===== src/hdl/sram_port_map.svh =====
// Offsets-free timing and width constants for the static memory controller.
// Assumes a 40 MHz mclk (25 ns period); counts round least times up.
`ifndef SRAM_PORT_MAP_SVH
`define SRAM_PORT_MAP_SVH

// ----------------------------------------------------------------------------
// Clock and array geometry
// ----------------------------------------------------------------------------
`define CLK_PERIOD_NS                   25
`define ADDR_W                          16
`define DATA_W                          16

// ----------------------------------------------------------------------------
// Times in ns (slow grade, which also covers the fast grade)
// ----------------------------------------------------------------------------
`define READ_CYCLE_TIME_NS              55
`define ADDRESS_ACCESS_DELAY_NS         55
`define OUTPUT_ENABLE_ACCESS_DELAY_NS   25
`define WRITE_DATA_SETUP_NS             25
`define ADDRESS_SETUP_TO_WRITE_END_NS   40
`define WRITE_PULSE_WIDTH_NS            40
`define BUS_TURNAROUND_NS               20
`define DESELECT_TO_POWERDOWN_NS        55

// ----------------------------------------------------------------------------
// Cycle counts, rounded up, at least one
// ----------------------------------------------------------------------------
`define NS_TO_CYC(ns) (((ns) + `CLK_PERIOD_NS - 1) / `CLK_PERIOD_NS)
`define READ_CYC      `NS_TO_CYC(`READ_CYCLE_TIME_NS)
`define WRITE_CYC     `NS_TO_CYC(`WRITE_PULSE_WIDTH_NS)
`define TURN_CYC      `NS_TO_CYC(`BUS_TURNAROUND_NS)
`define RECOVER_CYC   `NS_TO_CYC(`READ_CYCLE_TIME_NS)

`endif


===== src/hdl/sram_port_pkg.sv =====
// Types shared by the static memory controller and its pin stage.
// Assumes sram_port_map.svh is on the include path.
`include "sram_port_map.svh"

package sram_port_pkg;
  typedef logic [`ADDR_W-1:0] addr_t;
  typedef logic [`DATA_W-1:0] data_t;
  typedef logic [3:0]         cnt_t;

  typedef enum logic [2:0] {
    ST_IDLE  = 3'b000,
    ST_READ  = 3'b001,
    ST_WSET  = 3'b010,
    ST_WRITE = 3'b011,
    ST_WEND  = 3'b100,
    ST_TURN  = 3'b101,
    ST_SLEEP = 3'b110,
    ST_WAKE  = 3'b111
  } ctl_state_e;
endpackage


===== src/hdl/sram_pin_if.sv =====
// Bundle of pin values decoded from the sequencer registers, passed to the pin stage.
// Assumes both ends run on mclk.
`timescale 1ns/1ps
`default_nettype none
interface sram_pin_if;
  import sram_port_pkg::*;
  logic  cs_n;
  logic  we_n;
  logic  oe_n;
  logic  upper_lane_enable_n;
  logic  lower_lane_enable_n;
  addr_t addr;
  data_t wdata;
  logic  drive;
  modport seq (output cs_n, we_n, oe_n, upper_lane_enable_n, lower_lane_enable_n, addr, wdata, drive);
  modport pins (input cs_n, we_n, oe_n, upper_lane_enable_n, lower_lane_enable_n, addr, wdata, drive);
endinterface
`default_nettype wire


===== src/hdl/sram_ctrl.sv =====
// Host-side controller for a 64K x 16 asynchronous static memory.
// Assumes the memory data pins are resolved outside from dq_o/dq_oe.
`timescale 1ns/1ps
`default_nettype none
`include "sram_port_map.svh"
module sram_ctrl
  import sram_port_pkg::*;
(
  // Clock and reset
  input  wire logic  mclk,
  input  wire logic  arst_n,
  // Request port
  input  wire logic  req_valid,
  input  wire logic  req_write,
  input  wire addr_t req_addr,
  input  wire data_t req_wdata,
  input  wire logic [1:0] req_lanes,
  output var  logic  req_ready,
  output var  logic  rsp_valid,
  output var  data_t rsp_rdata,
  // Retention control
  input  wire logic  sleep_req,
  output var  logic  asleep,
  // Memory pins
  output var  logic  mem_cs_n,
  output var  logic  mem_we_n,
  output var  logic  mem_oe_n,
  output var  logic  upper_lane_enable_n,
  output var  logic  lower_lane_enable_n,
  output var  addr_t mem_addr,
  output var  data_t mem_dq_o,
  output var  logic [1:0] mem_dq_oe,
  input  wire data_t mem_dq_i
);
  sram_pin_if pin ();

  // ----------------------------------------------------------------------------
  // State and counters
  // ----------------------------------------------------------------------------
  ctl_state_e st_r, st_nxt;
  cnt_t       cnt_r, cnt_nxt;
  addr_t      addr_r;
  data_t      wdata_r;
  logic [1:0] lanes_r;
  data_t      dq_s1_r, dq_s2_r;
  logic       sleep_s1_r, sleep_s2_r;

  localparam cnt_t READ_N  = cnt_t'(`READ_CYC);
  localparam cnt_t WRITE_N = cnt_t'(`WRITE_CYC);
  localparam cnt_t TURN_N  = cnt_t'(`TURN_CYC);
  localparam cnt_t WAKE_N  = cnt_t'(`RECOVER_CYC);

  // Read samples via two flops, so add two cycles of margin
  wire cnt_done  = (cnt_r == 4'h0);
  wire take      = (st_r == ST_IDLE) && req_valid && (req_lanes != 2'h0) && !sleep_s2_r;
  wire in_access = (st_r == ST_READ) || (st_r == ST_WSET) || (st_r == ST_WRITE) || (st_r == ST_WEND);

  // ----------------------------------------------------------------------------
  // Next state
  // ----------------------------------------------------------------------------
  always_comb begin
    st_nxt  = st_r;
    cnt_nxt = cnt_done ? 4'h0 : cnt_r - 4'h1;
    unique case (st_r)
      ST_IDLE: begin
        if (sleep_s2_r) begin
          st_nxt = ST_SLEEP;
        end else if (take) begin
          st_nxt  = req_write ? ST_WSET : ST_READ;
          cnt_nxt = req_write ? 4'h0 : READ_N + 4'h2;
        end
      end
      ST_READ: begin
        if (cnt_done) begin
          st_nxt  = ST_TURN;
          cnt_nxt = TURN_N;
        end
      end
      ST_WSET: begin
        st_nxt  = ST_WRITE;
        cnt_nxt = WRITE_N - 4'h1;
      end
      ST_WRITE: begin
        if (cnt_done) begin
          st_nxt = ST_WEND;
        end
      end
      ST_WEND: begin
        st_nxt = ST_IDLE;
      end
      ST_TURN: begin
        if (cnt_done) begin
          st_nxt = ST_IDLE;
        end
      end
      ST_SLEEP: begin
        if (!sleep_s2_r) begin
          st_nxt  = ST_WAKE;
          cnt_nxt = WAKE_N;
        end
      end
      ST_WAKE: begin
        if (cnt_done) begin
          st_nxt = ST_IDLE;
        end
      end
    endcase
  end

  // ----------------------------------------------------------------------------
  // Sequencer registers
  // ----------------------------------------------------------------------------
  always_ff @(posedge mclk or negedge arst_n) begin
    if (!arst_n) begin
      st_r    <= ST_IDLE;
      cnt_r   <= 4'h0;
      addr_r  <= 16'h0000;
      wdata_r <= 16'h0000;
      lanes_r <= 2'h0;
    end else begin
      st_r  <= st_nxt;
      cnt_r <= cnt_nxt;
      if (take) begin
        addr_r  <= req_addr;
        wdata_r <= req_wdata;
        lanes_r <= req_lanes;
      end
    end
  end

  // Read data and sleep request come from outside the clock domain
  always_ff @(posedge mclk or negedge arst_n) begin
    if (!arst_n) begin
      dq_s1_r    <= 16'h0000;
      dq_s2_r    <= 16'h0000;
      sleep_s1_r <= 1'b0;
      sleep_s2_r <= 1'b0;
    end else begin
      dq_s1_r    <= mem_dq_i;
      dq_s2_r    <= dq_s1_r;
      sleep_s1_r <= sleep_req;
      sleep_s2_r <= sleep_s1_r;
    end
  end

  // ----------------------------------------------------------------------------
  // Pin values; the pin stage registers them once more
  // ----------------------------------------------------------------------------
  // Lanes stay high outside accesses so they never toggle while deselected
  assign pin.cs_n  = !in_access;
  assign pin.we_n  = !(st_r == ST_WRITE);
  assign pin.oe_n  = !(st_r == ST_READ);
  assign pin.upper_lane_enable_n = !(in_access && lanes_r[1]);
  assign pin.lower_lane_enable_n = !(in_access && lanes_r[0]);
  assign pin.addr  = addr_r;
  assign pin.wdata = wdata_r;
  // Data driven one cycle either side of the strobe: zero hold is met with margin
  assign pin.drive = (st_r == ST_WSET) || (st_r == ST_WRITE) || (st_r == ST_WEND);

  sram_pin_stage u_pins (
    .mclk                (mclk),
    .arst_n              (arst_n),
    .p                   (pin),
    .mem_cs_n            (mem_cs_n),
    .mem_we_n            (mem_we_n),
    .mem_oe_n            (mem_oe_n),
    .upper_lane_enable_n (upper_lane_enable_n),
    .lower_lane_enable_n (lower_lane_enable_n),
    .mem_addr            (mem_addr),
    .mem_dq_o            (mem_dq_o),
    .mem_dq_oe           (mem_dq_oe)
  );

  // ----------------------------------------------------------------------------
  // User-side outputs, all registered
  // ----------------------------------------------------------------------------
  always_ff @(posedge mclk or negedge arst_n) begin
    if (!arst_n) begin
      req_ready <= 1'b0;
      rsp_valid <= 1'b0;
      rsp_rdata <= 16'h0000;
      asleep    <= 1'b0;
    end else begin
      req_ready <= (st_nxt == ST_IDLE) && !take;
      rsp_valid <= (st_r == ST_READ) && cnt_done;
      if ((st_r == ST_READ) && cnt_done) begin
        rsp_rdata <= {lanes_r[1] ? dq_s2_r[15:8] : 8'h00, lanes_r[0] ? dq_s2_r[7:0] : 8'h00};
      end
      asleep <= (st_nxt == ST_SLEEP);
    end
  end
endmodule
`default_nettype wire


===== src/hdl/sram_pin_stage.sv =====
// Output register stage: every memory pin leaves from a flip-flop.
// Assumes the sequencer already meets all pin timing by cycle counts.
`timescale 1ns/1ps
`default_nettype none
module sram_pin_stage
  import sram_port_pkg::*;
(
  // Clock and reset
  input  wire logic mclk,
  input  wire logic arst_n,
  // Sequencer side
  sram_pin_if.pins  p,
  // Memory pins
  output var  logic mem_cs_n,
  output var  logic mem_we_n,
  output var  logic mem_oe_n,
  output var  logic upper_lane_enable_n,
  output var  logic lower_lane_enable_n,
  output var  addr_t mem_addr,
  output var  data_t mem_dq_o,
  output var  logic [1:0] mem_dq_oe
);
  // ----------------------------------------------------------------------------
  // Pin registers; strobes idle high so the memory rests deselected
  // ----------------------------------------------------------------------------
  always_ff @(posedge mclk or negedge arst_n) begin
    if (!arst_n) begin
      mem_cs_n            <= 1'b1;
      mem_we_n            <= 1'b1;
      mem_oe_n            <= 1'b1;
      upper_lane_enable_n <= 1'b1;
      lower_lane_enable_n <= 1'b1;
      mem_addr            <= 16'h0000;
      mem_dq_o            <= 16'h0000;
      mem_dq_oe           <= 2'h0;
    end else begin
      mem_cs_n            <= p.cs_n;
      mem_we_n            <= p.we_n;
      mem_oe_n            <= p.oe_n;
      upper_lane_enable_n <= p.upper_lane_enable_n;
      lower_lane_enable_n <= p.lower_lane_enable_n;
      mem_addr            <= p.addr;
      mem_dq_o            <= p.wdata;
      mem_dq_oe           <= {2{p.drive}};
    end
  end
endmodule
`default_nettype wire


===== config.mk =====
export PLATFORM = sky130hd
export DESIGN_NAME = sram_ctrl
export DESIGN_NICKNAME = d
export VERILOG_FILES = /design/src/hdl/sram_port_pkg.sv /design/src/hdl/sram_pin_if.sv /design/src/hdl/sram_ctrl.sv /design/src/hdl/sram_pin_stage.sv
export VERILOG_INCLUDE_DIRS = /design/src /design/src/hdl
export SDC_FILE = /design/constraint.sdc
export NUM_CORES = 1
export LEC_CHECK = 0
export BUFFER_PORTS_ARGS = -buffer_cell sky130_fd_sc_hd__buf_2
export CAP_MARGIN = 20
export CORE_MARGIN = 2
export CORE_UTILIZATION = 50
export DETAILED_ROUTE_END_ITERATION = 10
export GPL_ROUTABILITY_DRIVEN = 0
export GPL_TIMING_DRIVEN = 0
export PLACE_DENSITY = 0.83
export SKIP_CTS_REPAIR_TIMING = 1
export SLEW_MARGIN = 20
export SYNTH_ARGS = -nofsm -noshare
export SYNTH_HDL_FRONTEND = slang
export SYNTH_HIERARCHICAL = 1
export SYNTH_SLANG_ARGS = --single-unit

===== constraint.sdc =====
create_clock -name mclk -period 3 [get_ports mclk]
set_input_delay 0 -clock mclk [delete_from_list [all_inputs] [get_ports mclk]]
set_output_delay 0 -clock mclk [all_outputs]
set_load 0.005 [all_outputs]

==> impl_results.md <==
* Status: finished, violations left
* Failing checks: hold timing
* Clock buffer depth at 2
* CTS Root Buffer Type: clkbuf_8
* Distinct cells, synth at 46
* Stages on worst setup path at 6
* Family with the most delay on the worst path: compound AO/OA/AOI/OAI gates
* Slowest CP cell: dfrtp_1
* Total congestion overflow at 0
* Starting Density at 51.2%
* Share of cells above drive strength 1 at around two fifths
* # diodes at 0
* Tmin final at 2.05 ns
* Post-Syn Area at 4440 µm²
* Seq/Total Area, Yosys at 74.5%
* Worst Max-Slew Pin Slew at 0.521 ns
* CP Capture Type: flip-flop
* Setup_tns at 0 ns
* Crit-path cells: inv_1, ha_1, nor3b_2, o211ai_1, clkbuf_1, o21ai_0
* Worst Reg-to-Reg Cells at 6
* Die ar. at a little under 10000 µm²
* Synthesis Warnings at 6
* Routed WL per cell at roughly 14 µm
* Post-Route Skew at 0.00977 ns
* Largest vdd supply drop at 0.480 mV
* Placed Area at approximately 5200 µm²
* DRC Markers at 0
* Maxcap violations at 0
* Synth Area per Inst at 15.2 µm²
* First-pass iteration count of the detailed router at 6
* Syn nets at about 350
* Leakage at 3.08 nW
* Core Area at 8680 µm²
* Final setup violating endpoints at 0
* Number of synthesized register bits at 132
* CP Capture Point: rsp_rdata[13]$_DFFE_PN0P_
* Post-Layout Inst Area at ~6300 µm²
* Pin count of the biggest net entering global routing at 88
* CP max FO at 10
* RSZ-0062 raised after global routing: false
* CTS buffer count at 17
* Area growth syn-to-layout at 41.8%
* CP Class: flip-flop to flip-flop
* Post-route ant nets at 0
* Vias in the first global route at 2858
* Nets@finish at ~530
* PortBufs at 112
* Setup crit start: cnt_r[0]$_DFF_PN0_
* Worst rel slew slack at 65.1%
* Final Hold Fails at 40
* Die Ht at a little under 100 µm
* RR Endpoint: rsp_rdata[13]$_DFFE_PN0P_
* Hold_ws at -0.0162 ns
* Setup slack, reg-to-reg at roughly 0.95 ns
* HP Class: primary input to asynchronous set/reset pin
* Routed vias/inst at 4.76
* H-tree depth at 4
* Max Slew Vio Count at 0
* DRT iter0 DRCs at 80
* Mapped Cells at a little under 300
* Vias at 2848
* Worst-path clk slew at 0.06 ns
* Period Utilization, post-route at 68.4%
* Clk sinks at 132
* Initial antenna violation count at 0
* I/O pins at roughly 110
* Die width at ~98 µm
* Clock Latency Late Sink at 0.51 ns
* Crit path buf inv count at 2
* Worst Path Required at between 3 and 4 ns
* Detailed Place HPWL at roughly 5300 µm
* CP Data Arrival Time at 2.42 ns
* Worst R2R Start: cnt_r[0]$_DFF_PN0_
* Fmax at 0.488 GHz
* DP Worst Slack at 1.01 ns
* Worst setup margin at 0.949 ns
* Post-Route WL at 8620 µm
* FP Rows at 34
* Critical path's largest stage delay at 0.44 ns
* Overall Global Routing Usage at 17.9%
* CP Launch Type: flip-flop
* First-pass GRT wire length at 13300 µm
* CTS tree: built
* PwrDens at 975 nW/µm²
[Yosys cell counts, drive strengths merged]
master / instances / area (µm²)
dfrtp: 127 / 3180
nand2: 38 / 143
mux2: 34 / 420
o21ai: 20 / 100
buf: 10 / 90.1
inv: 6 / 22.5
a21oi: 5 / 25.0
clkbuf: 5 / 18.8
dfstp: 5 / 131
nor2: 5 / 18.8
nand2b: 4 / 25.0
and2: 2 / 12.5
ha: 2 / 25.0
nand3: 2 / 10.0
nor2b: 2 / 12.5
nor3: 2 / 21.3
nor3b: 2 / 25.0
or2: 2 / 12.5
or3: 2 / 12.5
xnor2: 2 / 17.5
a2111oi: 1 / 8.76
a211oi: 1 / 7.51
a21boi: 1 / 7.51
a21o: 1 / 7.51
a32oi: 1 / 8.76
a41oi: 1 / 8.76
nand3b: 1 / 7.51
nand4: 1 / 6.26
nor4: 1 / 6.26
nor4bb: 1 / 10.0
o211ai: 1 / 7.51
o21bai: 1 / 7.51
o22ai: 1 / 6.26
o31a: 1 / 8.76
o41ai: 1 / 8.76
[flip-flops by register name, summed over array words and instances (netlist names)]
name                        flops
addr_r                         16
dq_s1_r                        16
dq_s2_r                        16
pin.wdata                      16
rsp_rdata                      16
u_pins/mem_addr                16
u_pins/mem_dq_o                16
cnt_r                           4
st_r                            3
lanes_r                         2
asleep                          1
req_ready                       1
rsp_valid                       1
sleep_s1_r                      1
sleep_s2_r                      1
u_pins/lower_lane_enable_n      1
u_pins/mem_cs_n                 1
u_pins/mem_dq_oe                1
u_pins/mem_oe_n                 1
u_pins/mem_we_n                 1
u_pins/upper_lane_enable_n      1
[layout make-up]
| type | count | area (µm²) |
|---|---|---|
| Multi-Input combinational cell | 139 | 998 |
| Fill cell | 582 | 2380 |
| Buffer | 15 | 109 |
| Tap cell | 108 | 135 |
| Inverter | 6 | 22.5 |
| Sequential cell | 132 | 3310 |
| Clock inverter | 15 | 183 |
| Timing Repair Buffer | 166 | 1120 |
| Clock buffer | 17 | 414 |
[worst register-to-register path, stage by stage (launching register included)]
cell and delay (ns):
dfrtp_1 0.44, inv_1 0.09, ha_1 0.21, nor3b_2 0.16
o211ai_1 0.44, clkbuf_1 0.40, o21ai_0 0.17
[cells by family after synthesis]
kind of cell | Yosys count | share of synthesized area [%]
AO/OA/AOI/OAI | 36 | 4.79
AND/OR/NAND/NOR | 65 | 7.27
flip-flops | 132 | 74.5
multiplexers | 34 | 9.47
adder cells (fa/ha/maj) | 2 | 0.564
XOR/XNOR | 2 | 0.395
buffers and inverters | 21 | 2.96
[power by group]
group / internal [W] / switching (W) / leakage, nW
clock network: 0.00122 / 0.000831 / 0.298
registers: 0.00241 / 0.000262 / 1.62
logic: 0.000738 / 0.000668 / 1.17
total: 0.00437 / 0.00176 / 3.08
[worst min-delay path by stage]
stage / depth (start not counted) / start / to / slack, ns
after CTS: 1 / arst_n / u_pins/mem_dq_o[8]$_DFF_PN0_ / -0.59
after floorplan: 0 / arst_n / addr_r[0]$_DFFE_PN0P_ / -0.30
final: 2 / arst_n / pin.wdata[4]$_DFFE_PN0P_ / -0.02
after global routing: 2 / arst_n / u_pins/mem_dq_o[7]$_DFF_PN0_ / 0.008
after global placement: 1 / mem_dq_i[12] / dq_s1_r[12]$_DFF_PN0_ / 0.11
after detailed placement: 1 / arst_n / u_pins/mem_dq_o[8]$_DFF_PN0_ / -0.05
[through the flow]
stage	cells	utilization (%)	total power, W
2_1_floorplan	292	-	0.00344
3_3_place_gp	512	59.2	0.00397
3_5_place_dp	513	59.6	0.00407
4_1_cts	545	66.4	0.00615
5_1_grt	598	72.5	0.00652
6_report	598	72.5	0.00614
[placed cells by master (no fill, tap or decap), types with 2 or more instances in the layout]
| cell type | netlist | layout |
|---|---|---|
| ha_1 | 2 | 2 |
| inv_6 | 0 | 5 |
| mux2_2 | 16 | 16 |
| o21ai_0 | 19 | 19 |
| nand3_1 | 2 | 2 |
| a21oi_1 | 5 | 5 |
| clkinv_4 | 0 | 2 |
| nor2_1 | 5 | 5 |
| or3_1 | 2 | 2 |
| inv_8 | 0 | 5 |
| buf_4 | 2 | 2 |
| nand2b_1 | 4 | 4 |
| mux2_4 | 10 | 10 |
| mux2_1 | 8 | 8 |
| bufinv_16 | 0 | 2 |
| buf_2 | 2 | 113 |
| inv_1 | 6 | 6 |
| buf_6 | 2 | 3 |
| buf_1 | 2 | 2 |
| dfrtp_1 | 127 | 127 |
| dfstp_2 | 5 | 5 |
| clkbuf_16 | 0 | 16 |
| dlygate4sd3_1 | 0 | 53 |
| nand2_1 | 38 | 38 |
| xnor2_1 | 2 | 2 |
| nor3b_2 | 2 | 2 |
| clkbuf_1 | 5 | 5 |
| nor2b_1 | 2 | 2 |
[layer usage]
layer	routed length [µm]	part of all wire, %	track usage (%)	vias up
met3	514	6.0	8.59	12
li1	-	-	-	1353
met2	4360	51	28.0	84
met5	0	0	0	-
met1	3600	42	22.1	1399
met4	146	1.7	6.22	0
No activity file was read; power rests on OpenSTA's default activity.
